--- config.mk ---
export PLATFORM = sky130hd
export DESIGN_NAME = irq_flag_enable
export DESIGN_NICKNAME = d
export VERILOG_FILES = /design/src/design/irq_pkg.sv /design/src/design/edge_catch.sv /design/src/design/apb_regport.sv /design/src/design/irq_flag_enable.sv
export SDC_FILE = /design/constraint.sdc
export NUM_CORES = 1
export LEC_CHECK = 0
export ABC_AREA = 1
export BUFFER_PORTS_ARGS = -buffer_cell sky130_fd_sc_hd__buf_2
export CAP_MARGIN = 10
export CELL_PAD_IN_SITES_DETAIL_PLACEMENT = 1
export CELL_PAD_IN_SITES_GLOBAL_PLACEMENT = 2
export CORE_MARGIN = 2
export CORE_UTILIZATION = 27
export DETAILED_ROUTE_END_ITERATION = 6
export PLACE_DENSITY_LB_ADDON = 0.12
export SYNTH_ARGS = -nofsm -noshare
export SYNTH_HDL_FRONTEND = slang
export SYNTH_SLANG_ARGS = --single-unit
--- constraint.sdc ---
create_clock -name ref_clk_i -period 1.46 [get_ports ref_clk_i]
set_input_delay 0.073 -clock ref_clk_i [delete_from_list [all_inputs] [get_ports ref_clk_i]]
set_output_delay 0.073 -clock ref_clk_i [all_outputs]
set_load 0.01 [all_outputs]
--- src/design/irq_pkg.sv ---
// package: register map, bit positions and reset values of the interrupt block
package irq_pkg;
   // ****************************************************************
   // register byte addresses (printed offsets not all multiples of 4)
   // ****************************************************************
   localparam logic [7:0]  IDX_IRQ_CONTROL  = 8'h0B;
   localparam logic [7:0]  IDX_PERIPH_FLAG  = 8'h0C;
   localparam logic [7:0]  IDX_PERIPH_EN    = 8'h8C;
   localparam logic [7:0]  IDX_PIN_MASK     = 8'h96;
   localparam logic [7:0]  IDX_OPTIONS      = 8'h81;
   localparam logic [11:0] ADDR_IRQ_CONTROL = {2'h0, IDX_IRQ_CONTROL, 2'h0};
   localparam logic [11:0] ADDR_PERIPH_FLAG = {2'h0, IDX_PERIPH_FLAG, 2'h0};
   localparam logic [11:0] ADDR_PERIPH_EN   = {2'h0, IDX_PERIPH_EN, 2'h0};
   localparam logic [11:0] ADDR_PIN_MASK    = {2'h0, IDX_PIN_MASK, 2'h0};
   localparam logic [11:0] ADDR_OPTIONS     = {2'h0, IDX_OPTIONS, 2'h0};
   // ****************************************************************
   // control register bit positions, and the edge select bit of the options register
   // ****************************************************************
   localparam int GLOBAL_EN_BIT   = 7;
   localparam int PERIPH_GRP_BIT  = 6;
   localparam int T0_EN_BIT       = 5;
   localparam int EXT_EN_BIT      = 4;
   localparam int PORT_EN_BIT     = 3;
   localparam int T0_FLAG_BIT     = 2;
   localparam int EXT_FLAG_BIT    = 1;
   localparam int PORT_FLAG_BIT   = 0;
   localparam int EDGE_SEL_BIT    = 6;
   // ****************************************************************
   // peripheral register bit positions
   // ****************************************************************
   localparam int EE_BIT          = 7;
   localparam int LV_BIT          = 6;
   localparam int CR_BIT          = 5;
   localparam int CMPB_BIT        = 4;
   localparam int CMPA_BIT        = 3;
   localparam int OSC_BIT         = 2;
   localparam int T1_BIT          = 0;
   localparam logic [7:0] PERIPH_IMPL_MASK = 8'hFD;
   localparam logic [7:0] RST_BYTE        = 8'h00;
   localparam logic [7:0] RST_OPTIONS     = 8'hFF;
   localparam logic [7:0] CORE_EN_MASK    = 8'h38;
   localparam logic [7:0] CORE_FLAG_MASK  = 8'h07;
endpackage

--- src/design/edge_catch.sv ---
// module: per-bit change or selected-edge detector on synchronous inputs
`timescale 1ns/1ps
`default_nettype none
module edge_catch #(
   parameter int WIDTH = 1
) (
   input  wire logic             ref_clk_i,
   input  wire logic             rstn_i,
   input  wire logic             keep_prev_i,
   input  wire logic [WIDTH-1:0] level_i,
   input  wire logic             any_change_i,
   input  wire logic             rise_sel_i,
   output logic      [WIDTH-1:0] event_o
);
   logic [WIDTH-1:0] prev_ff;
   logic [WIDTH-1:0] nxt_prev;

   if (WIDTH < 1) begin : g_bad_width
      $error("edge_catch width must be at least one");
   end

   // ****************************************************************
   // previous-level latch
   // ****************************************************************
   // keep_prev lets a soft reset keep tracking the level, so no edge flags at release
   always_comb begin
      nxt_prev = level_i;
      if (!rstn_i && !keep_prev_i) begin
         nxt_prev = '0;
      end
   end

   always_ff @(posedge ref_clk_i) begin
      prev_ff <= nxt_prev;
   end

   genvar g;
   generate
      for (g = 0; g < WIDTH; g++) begin : g_bit
         assign event_o[g] = any_change_i ? (level_i[g] ^ prev_ff[g]) :
                             rise_sel_i ? (level_i[g] & ~prev_ff[g]) :
                             (~level_i[g] & prev_ff[g]);
      end
   endgenerate
endmodule // edge_catch
`default_nettype wire

--- src/design/apb_regport.sv ---
// module: apb slave front end giving a one-cycle write strobe and registered read data
`timescale 1ns/1ps
`default_nettype none
module apb_regport (
   input  wire logic        ref_clk_i,
   input  wire logic        rstn_i,
   input  wire logic        psel_i,
   input  wire logic        penable_i,
   input  wire logic        pwrite_i,
   input  wire logic [11:0] paddr_i,
   input  wire logic [31:0] pwdata_i,
   input  wire logic [3:0]  pstrb_i,
   input  wire logic [7:0]  rd_byte_i,
   input  wire logic        hit_i,
   output logic             pready_o,
   output logic [31:0]      prdata_o,
   output logic             pslverr_o,
   output logic             wr_stb_o,
   output logic [7:0]       wr_byte_o,
   output logic [11:0]      addr_o
);
   logic [31:0] prdata_ff;
   logic [31:0] nxt_prdata;
   logic        access;

   // ****************************************************************
   // zero-wait access phase
   // ****************************************************************
   assign access    = psel_i & penable_i;
   assign pready_o  = 1'b1;
   assign pslverr_o = access & ~hit_i;
   assign addr_o    = paddr_i;
   // only the low byte lane carries register data
   assign wr_stb_o  = access & pwrite_i & hit_i & pstrb_i[0];
   assign wr_byte_o = pwdata_i[7:0];
   // read data sampled at setup, so it is in a flop by the access edge
   always_comb begin
      nxt_prdata = prdata_ff;
      if (!rstn_i) begin
         nxt_prdata = 32'h0000_0000;
      end else if (psel_i && !penable_i && !pwrite_i) begin
         nxt_prdata = {24'h00_0000, rd_byte_i};
      end
   end

   always_ff @(posedge ref_clk_i) begin
      prdata_ff <= nxt_prdata;
   end

   assign prdata_o = prdata_ff;
endmodule // apb_regport
`default_nettype wire

--- src/design/irq_flag_enable.sv ---
// module: interrupt flag and enable logic with apb register access
//
// The implementer's own choice: the APB register port.
`timescale 1ns/1ps
`default_nettype none
module irq_flag_enable #(
   parameter int  PINS      = 6,
   parameter bit  HAS_CMP_B = 1'b1
) (
   input  wire logic            ref_clk_i,
   input  wire logic            rstn_i,
   input  wire logic            power_on_i,
   input  wire logic            psel_i,
   input  wire logic            penable_i,
   input  wire logic            pwrite_i,
   input  wire logic [11:0]     paddr_i,
   input  wire logic [31:0]     pwdata_i,
   input  wire logic [3:0]      pstrb_i,
   output logic                 pready_o,
   output logic [31:0]          prdata_o,
   output logic                 pslverr_o,
   input  wire logic            timer0_ovf_i,
   input  wire logic            ext_irq_pin_i,
   input  wire logic [PINS-1:0] port_pins_i,
   input  wire logic            eeprom_done_i,
   input  wire logic            low_volt_i,
   input  wire logic            crypto_done_i,
   input  wire logic            comparator_b_output_i,
   input  wire logic            comparator_a_output_i,
   input  wire logic            osc_fail_i,
   input  wire logic            timer1_roll_i,
   output logic                 irq_req_o
);
   // ****************************************************************
   // state
   // ****************************************************************
   logic [7:0]      ctrl_ff;
   logic [7:0]      nxt_ctrl;
   logic [7:0]      pflag_ff;
   logic [7:0]      nxt_pflag;
   logic [7:0]      pen_ff;
   logic [7:0]      nxt_pen;
   logic [PINS-1:0] mask_ff;
   logic [PINS-1:0] nxt_mask;
   logic [7:0]      opt_ff;
   logic [7:0]      nxt_opt;
   logic            irq_ff;
   logic            nxt_irq;

   logic            wr_stb;
   logic [7:0]      wr_byte;
   logic [11:0]     addr;
   logic [7:0]      rd_byte;
   logic            hit;
   logic [PINS-1:0] pin_evt;
   logic [0:0]      ext_evt;
   logic [1:0]      cmp_evt;
   logic [1:0]      cmp_lvl;
   logic [7:0]      core_set;
   logic [7:0]      per_set;
   logic [7:0]      byte_zero;
   logic            core_hit;
   logic            per_hit;

   if (PINS < 1 || PINS > 8) begin : g_bad_pins
      $error("PINS must be 1 to 8");
   end

   assign byte_zero = 8'h00;

   // ****************************************************************
   // bus front end and read mux
   // ****************************************************************
   apb_regport u_bus (
      .ref_clk_i (ref_clk_i),
      .rstn_i    (rstn_i),
      .psel_i    (psel_i),
      .penable_i (penable_i),
      .pwrite_i  (pwrite_i),
      .paddr_i   (paddr_i),
      .pwdata_i  (pwdata_i),
      .pstrb_i   (pstrb_i),
      .rd_byte_i (rd_byte),
      .hit_i     (hit),
      .pready_o  (pready_o),
      .prdata_o  (prdata_o),
      .pslverr_o (pslverr_o),
      .wr_stb_o  (wr_stb),
      .wr_byte_o (wr_byte),
      .addr_o    (addr)
   );

   always_comb begin
      rd_byte = 8'h00;
      hit     = 1'b1;
      case (addr)
         irq_pkg::ADDR_IRQ_CONTROL: rd_byte = ctrl_ff;
         irq_pkg::ADDR_PERIPH_FLAG: rd_byte = pflag_ff;
         irq_pkg::ADDR_PERIPH_EN:   rd_byte = pen_ff;
         irq_pkg::ADDR_PIN_MASK: begin
            rd_byte = byte_zero;
            rd_byte[PINS-1:0] = mask_ff;
         end
         irq_pkg::ADDR_OPTIONS:     rd_byte = opt_ff;
         default:                   hit = 1'b0;
      endcase
   end

   // ****************************************************************
   // event detectors
   // ****************************************************************
   edge_catch #(.WIDTH(PINS)) u_pins (
      .ref_clk_i    (ref_clk_i),
      .rstn_i       (rstn_i),
      .keep_prev_i  (~power_on_i),
      .level_i      (port_pins_i),
      .any_change_i (1'b1),
      .rise_sel_i   (1'b0),
      .event_o      (pin_evt)
   );

   // tracking the level through reset avoids a false edge at release
   edge_catch #(.WIDTH(1)) u_ext (
      .ref_clk_i    (ref_clk_i),
      .rstn_i       (rstn_i),
      .keep_prev_i  (1'b1),
      .level_i      (ext_irq_pin_i),
      .any_change_i (1'b0),
      .rise_sel_i   (opt_ff[irq_pkg::EDGE_SEL_BIT]),
      .event_o      (ext_evt)
   );

   assign cmp_lvl = {comparator_b_output_i & HAS_CMP_B,
                     comparator_a_output_i};

   edge_catch #(.WIDTH(2)) u_cmp (
      .ref_clk_i    (ref_clk_i),
      .rstn_i       (rstn_i),
      .keep_prev_i  (1'b1),
      .level_i      (cmp_lvl),
      .any_change_i (1'b1),
      .rise_sel_i   (1'b0),
      .event_o      (cmp_evt)
   );

   // ****************************************************************
   // set vectors
   // ****************************************************************
   always_comb begin
      core_set = 8'h00;
      core_set[irq_pkg::T0_FLAG_BIT]   = timer0_ovf_i;
      core_set[irq_pkg::EXT_FLAG_BIT]  = ext_evt[0];
      core_set[irq_pkg::PORT_FLAG_BIT] = |(pin_evt & mask_ff);
      per_set = 8'h00;
      per_set[irq_pkg::EE_BIT]   = eeprom_done_i;
      per_set[irq_pkg::LV_BIT]   = low_volt_i;
      per_set[irq_pkg::CR_BIT]   = crypto_done_i;
      per_set[irq_pkg::CMPB_BIT] = cmp_evt[1];
      per_set[irq_pkg::CMPA_BIT] = cmp_evt[0];
      per_set[irq_pkg::OSC_BIT]  = osc_fail_i;
      per_set[irq_pkg::T1_BIT]   = timer1_roll_i;
   end

   // ****************************************************************
   // register next values; set wins over a software clear
   // ****************************************************************
   always_comb begin
      nxt_ctrl  = ctrl_ff;
      nxt_pflag = pflag_ff;
      nxt_pen   = pen_ff;
      nxt_mask  = mask_ff;
      nxt_opt   = opt_ff;
      if (wr_stb && addr == irq_pkg::ADDR_IRQ_CONTROL) begin
         nxt_ctrl = wr_byte;
      end
      if (wr_stb && addr == irq_pkg::ADDR_PERIPH_FLAG) begin
         nxt_pflag = wr_byte & irq_pkg::PERIPH_IMPL_MASK;
      end
      if (wr_stb && addr == irq_pkg::ADDR_PERIPH_EN) begin
         nxt_pen = wr_byte & irq_pkg::PERIPH_IMPL_MASK;
      end
      if (wr_stb && addr == irq_pkg::ADDR_PIN_MASK) begin
         nxt_mask = wr_byte[PINS-1:0];
      end
      if (wr_stb && addr == irq_pkg::ADDR_OPTIONS) begin
         nxt_opt = wr_byte;
      end
      // events set flags whatever the enables say
      nxt_ctrl  = nxt_ctrl | core_set;
      nxt_pflag = (nxt_pflag | per_set) & irq_pkg::PERIPH_IMPL_MASK;
      if (!rstn_i) begin
         // timer0 flag survives reset; software must initialise it
         nxt_ctrl = irq_pkg::RST_BYTE;
         nxt_ctrl[irq_pkg::T0_FLAG_BIT] =
            ctrl_ff[irq_pkg::T0_FLAG_BIT];
         nxt_ctrl[irq_pkg::PORT_FLAG_BIT] = 1'b0;
         nxt_pflag = irq_pkg::RST_BYTE;
         nxt_pen   = irq_pkg::RST_BYTE;
         nxt_mask  = '0;
         nxt_opt   = irq_pkg::RST_OPTIONS;
      end
   end

   always_ff @(posedge ref_clk_i) begin
      ctrl_ff  <= nxt_ctrl;
      pflag_ff <= nxt_pflag;
      pen_ff   <= nxt_pen;
      mask_ff  <= nxt_mask;
      opt_ff   <= nxt_opt;
   end

   // ****************************************************************
   // request to the cpu
   // ****************************************************************
   // flag bits 2..0 pair with enable bits 5..3
   assign core_hit = |((ctrl_ff & irq_pkg::CORE_EN_MASK) >>
                       irq_pkg::PORT_EN_BIT &
                       ctrl_ff & irq_pkg::CORE_FLAG_MASK);
   assign per_hit  = ctrl_ff[irq_pkg::PERIPH_GRP_BIT] &
                     |(pflag_ff & pen_ff);

   always_comb begin
      nxt_irq = ctrl_ff[irq_pkg::GLOBAL_EN_BIT] &
                (core_hit | per_hit);
      if (!rstn_i) begin
         nxt_irq = 1'b0;
      end
   end

   always_ff @(posedge ref_clk_i) begin
      irq_ff <= nxt_irq;
   end

   assign irq_req_o = irq_ff;
endmodule // irq_flag_enable
`default_nettype wire

## Word-level counts from Yosys, hierarchy flattened

Cells that the tools add are included.

- Register bits after elaboration: 55
- Output and inout bits: 35
- Bits of input ports: 69
- Memories kept: 0
- Bits in writable memories: 0
- Word-level logic and storage cells: 63
- Bits in read-only memories: 0
- Latch bits: 0

- Add/subtract/negate cells: 0
- $mul: 0
- Bitwise operators: 26
- Div/mod/pow operators: 0
- Shifts and indexed selects: 0
- Reduce and logical (&&, ||, !) cells: 15
- $lt $le $gt $ge: 0
- Muxes and demuxes: 5
- Equal/unequal tests: 5

Operators with widths:

| cell | number |
|---|---|
| one-hot mux 8 bit (5 select lines) | 1 |
| equality test 12 x 10 -> 1 bit, second input constant | 3 |
| equality test 12 x 6 -> 1 bit, second input constant | 2 |
| two-way mux 8 bit | 2 |
| bitwise AND 1 bit | 9 |
| bitwise AND 8 bit | 1 |
| logical AND 1 bit | 8 |
| bitwise OR 8 x 3 -> 8 bit | 1 |
| bitwise OR 8 bit | 1 |
| OR reduction 8 bit | 1 |
| XOR 1 bit | 8 |
| bitwise AND 6 bit | 1 |
| OR reduction 6 bit | 1 |
| OR reduction 5 bit | 1 |
| bitwise AND 3 bit | 1 |
| zero test 1 bit | 3 |
| NOT 1 bit | 3 |
| OR reduction 3 bit | 1 |
| two-way mux 1 bit | 2 |
| bitwise OR 1 bit | 1 |

## Depth between registers and ports, before layout

- Depth after elaboration: 8
- Mapped depth: 11
- Gate-level depth less buffers: 10

## Cells and area by module

From an unflattened synthesis, not the netlist that was laid out.

- Cell total of the unflattened synthesis: 578
- Area, all modules: 3813.7 um^2

By module, submodules not included:

| module | area an instance (um^2) | times used | cells each | seq. area each (um^2) |
|---|---|---|---|---|
| irq_flag_enable | 2249.7 | 1 | 346 | 750.7 |
| apb_regport | 735.7 | 1 | 104 | 160.2 |
| edge_catch (u_pins) | 540.5 | 1 | 82 | 120.1 |
| edge_catch (u_cmp) | 190.2 | 1 | 30 | 40.0 |
| edge_catch (u_ext) | 97.6 | 1 | 16 | 20.0 |

## Worst setup path before layout

Ideal clock, no wire load.

- Kind: input to register
- Start: in paddr_i[8]
- End: reg opt_ff[2]
- Path slack: 0.325 ns
- Setup time: 0.143 ns
- Stages: 9
- Data arrival time: 0.992 ns
- Path through: inv_1 -> nand2_2 -> nor2_8 -> nand3_4 -> clkinv_2 -> nand4_4 -> buf_6 -> nand2_1 -> o211ai_2

- Longest elaborated chain between the ends: 6
- Elaborated cells on any way between the ends: 10

Ends and longest elaborated chain:

| item | RTL line | source |
|---|---|---|
| from (decl) | irq_flag_enable.sv:16 | `input wire logic [11:0] paddr_i,` |
| equality test 12 x 6 -> 1 bit (tied with other cells) | irq_flag_enable.sv:96 | `case (addr)` |
| OR reduction 5 bit (no source line) | - |  |
| two-way mux 1 bit | irq_flag_enable.sv:96 |  |
| bitwise AND 1 bit (2 in series) | apb_regport.sv:34 | `assign wr_stb_o = access & pwrite_i & hit_i & pstrb_i[0];` |
| logical AND 1 bit (*) | irq_flag_enable.sv:185 | `if (wr_stb && addr == irq_pkg::ADDR_OPTIONS) begin` |
| to (signal assigned) | irq_flag_enable.sv:209 | `opt_ff <= nxt_opt;` |
| to (decl) | irq_flag_enable.sv:45 | `logic [7:0] opt_ff;` |

Mark *: on every way between the ends. The rest lies on a longest branch, timed or not.
A chain may end at the register's enable or synchronous reset.

## Final worst setup path

- Start: in port_pins_i[1]
- End: reg ctrl_ff[0]

- Longest elaborated chain between the ends: 4

Ends and longest elaborated chain:

| item | RTL line | source |
|---|---|---|
| from (decl) | irq_flag_enable.sv:24 | `input wire logic [PINS-1:0] port_pins_i,` |
| XOR 1 bit | edge_catch.sv:40 | `assign event_o[g] = any_change_i ? (level_i[g] ^ prev_ff[g]) :` |
| bitwise AND 6 bit | irq_flag_enable.sv:153 | `core_set[irq_pkg::PORT_FLAG_BIT] = \|(pin_evt & mask_ff);` |
| OR reduction 6 bit | irq_flag_enable.sv:153 |  |
| bitwise OR 8 x 3 -> 8 bit | irq_flag_enable.sv:189 | `nxt_ctrl = nxt_ctrl \| core_set;` |
| to (signal assigned) | irq_flag_enable.sv:205 | `ctrl_ff <= nxt_ctrl;` |
| to (decl) | irq_flag_enable.sv:37 | `logic [7:0] ctrl_ff;` |

Every way passes these cells.

==> flow_summary_export.csv <==
group,metric,value,unit
status,status,"finished clean",
die,dieHeight,108.7,um
synth,synth_top_flop_cell,"dfxtp_1",
worst_setup_path,path_class,"input pin to register",
clocking,cts_buffer_depth,2,
clocking,cts_root_buf,"clkbuf_8",
final_layout,seq_area,1091,um^2
worst_setup_path,endpoint_kind,"register",
hold_path,holdCritPathClass,"input pin to register",
route,antenna_left,0,
synth,synth.avg_cell_area,7.643,um^2
sta,grt_setup_unrepaired,"false",
clocking,clk_pin_slew_worst_paths,0.09,ns
sta,period_needed,1.161,ns
final_layout,n_fill_cell,1362,
synth,synth.most_common_cell,"nand2_1",
sta,fin_setup_tns,0,ns
power_and_ir_drop,p_leak,1.785,nW
grt,grt_start_max_net_pins,17,
synth,netlist_area,2958,um^2
synth,synth_compound_area_share,18.57,%
route,first_pass_iters,4,
final_layout,multi_input_area,1476,um^2
synth,syn_inst,387,
die,initial_core_util,27.53,%
grt,grt_usage,14.58,%
synth,ys_ff_latch,54,
placement,gp_congestion,0.7368,
synth,ys_seq_area_share,36.89,%
synth,synth_top_cell_by_area,"dfxtp_1",
die,num_rows,38,
job,maxCapViolCount,0,
grt,grt_pass1_vias,2581,
grt,grt_first_pass_wirelength,13290,um
synth,synth_top_family_by_area,"simple AND/OR/NAND/NOR gates",
clocking,cts_tree,"yes",
die,dieArea,11810,um^2
sta,min_period_over_period,79.53,%
grt,gr-total-overflow,0,
final_layout,drive_above_1_share,26.78,%
clocking,numCtsBuffers,5,
final_layout,fin_area,3566,um^2
grt,antenna_found_initial,0,
clocking,post_cts_buffers,0,
die,die-width,108.7,um
sta,finalHoldViolations,0,
power_and_ir_drop,ir_worst_vdd,0.3539,mV
synth,yosys.area_share.simple,27.28,%
final_layout,fin_nets,531,
worst_setup_path,crit_arrival,1.38,ns
route,drc,0,
synth,synth_commonest_cells,"nand2_1, nor2_1, dfxtp_1, inv_1, o21ai_0",
synth,synth_edf_count,1,
final_layout,fin_util,33.19,%
clocking,cts.htree.levels,2,
final_layout,diodes,0,
route,routedWlPerCell,13.08,um
placement,place.port_buffers,51,
worst_setup_path,start_kind,"input pin",
synth,synth-adder-area-share,0,%
route,routed_via_density,4.295,
route,routed_wl,7889,um
clocking,postCtsHoldBufs,14,
placement,place.detailed.hpwl,6482,um
sta,setup-violations-final,0,
sta,skew,0.006800,ns
clocking,clk_latency,0.31,ns
final_layout,area_growth,20.56,%
worst_setup_path,cp_max_fo,3,
worst_setup_path,cp.required,1.68,ns
sta,drv_slew,0,
die,ios,104,
clocking,cts_sinks,54,
synth,yosysTopAreaCellShare,35.87,%
route,drt-initial-drc-count,52,
sta,max_freq,0.8612,GHz
die,core-area,10750,um^2
synth,yosys.cell_types.count,39,
synth,muxShareOfSynthArea,0,%
synth,synth_area_leaders,"dfxtp_1, nand2_1, nor2_1, buf_4, inv_1",
clocking,cts_resized,0,
placement,place_area,3332,um^2
synth,synth_xor_area_share,0.8883,%
synth,synth_warnings,0,
power_and_ir_drop,p_per_area,776.3,nW/um^2
route,via_count,2590,
synth,synthArstFlopShare,0,%
-- metrics by stage --
stage	cells	hold slack (ns)	total power [W]	worst slack, ns
6_report	603	0.01622	0.002768	0.2988
5_1_grt	603	0.02724	0.002925	0.1612
4_1_cts	603	0.009168	0.002822	0.2721
3_5_place_dp	581	0.2039	0.001882	0.005472
3_3_place_gp	581	0.2001	0.001875	0.08163
2_1_floorplan	410	0.1007	0.001787	0.3250
-- layout by cell type (no fill, tap or decap), types with 10 or more instances in the layout --
master,n
dlygate4sd3_1,14
nand2_1,65
conb_1,25
a21oi_1,17
inv_1,48
o21ai_0,27
nand3_1,10
buf_2,51
buf_4,14
a211oi_2,10
nor2_1,56
dfxtp_1,53
-- metal layers --
metal	vias to the layer above	part of all wire, %	routed length (um)	global-route usage, %
met5	-	0	0	0
met4	0	0.91	72	3.846
met3	5	2.9	228	2.331
met2	40	46	3650	23.57
met1	1212	50	3937	20.20
li1	1333	-	-	-
-- area by class of cell --
type / instances / share of cell area [%]
Multi-Input combinational cell: 266 / 41.40
Sequential cell: 54 / 30.60
Timing Repair Buffer: 80 / 14.60
Inverter: 55 / 5.860
Tap cell: 140 / 4.912
Clock buffer: 6 / 2.316
Clock inverter: 2 / 0.3158
-- critical path, stage by stage --
cell and delay, ns:
dlygate4sd3_1 0.53, buf_2 0.13, o21ai_0 0.20, nand4_1 0.11
nor2_1 0.14, o211ai_2 0.09, nand2_1 0.06, inv_1 0.03
-- worst paths after layout --
kind	slack (ns)	startpoint	cells past startpoint	endpoint
worst min-delay path	0.02	pwdata_i[0]	3	mask_ff[0]
worst min register to register	0.47	u_bus.prdata_o[1]	2	u_bus.prdata_o[1]
worst max-delay path	0.30	port_pins_i[1]	8	ctrl_ff[0]
worst max register to register	0.33	pflag_ff[5]	5	irq_req_o
-- flip-flops by register name (all words and copies together) (netlist names) --
signal and cells:
irq_req_o 1, pen_ff 7, ctrl_ff 8, u_pins.prev_ff 6, mask_ff 6, u_bus.prdata_o 8
u_cmp.prev_ff 2, u_ext.prev_ff 1, opt_ff 8, pflag_ff 7
-- cell families after synthesis --
kind of cell,Yosys count
simple gates,163
buf+inv,90
compound gates,75
flops,54
xor+xnor,3
other cells,2
-- report_power, final --
group	leakage (nW)	total, W	internal, W	switching, W
registers	0.441	0.00154	0.00152	0.0000269
logic	1.29	0.000327	0.000134	0.000193
clock network	0.0515	0.000898	0.000384	0.000514
total	1.78	0.00277	0.00203	0.000734
Power figures use the tool's default switching activity.
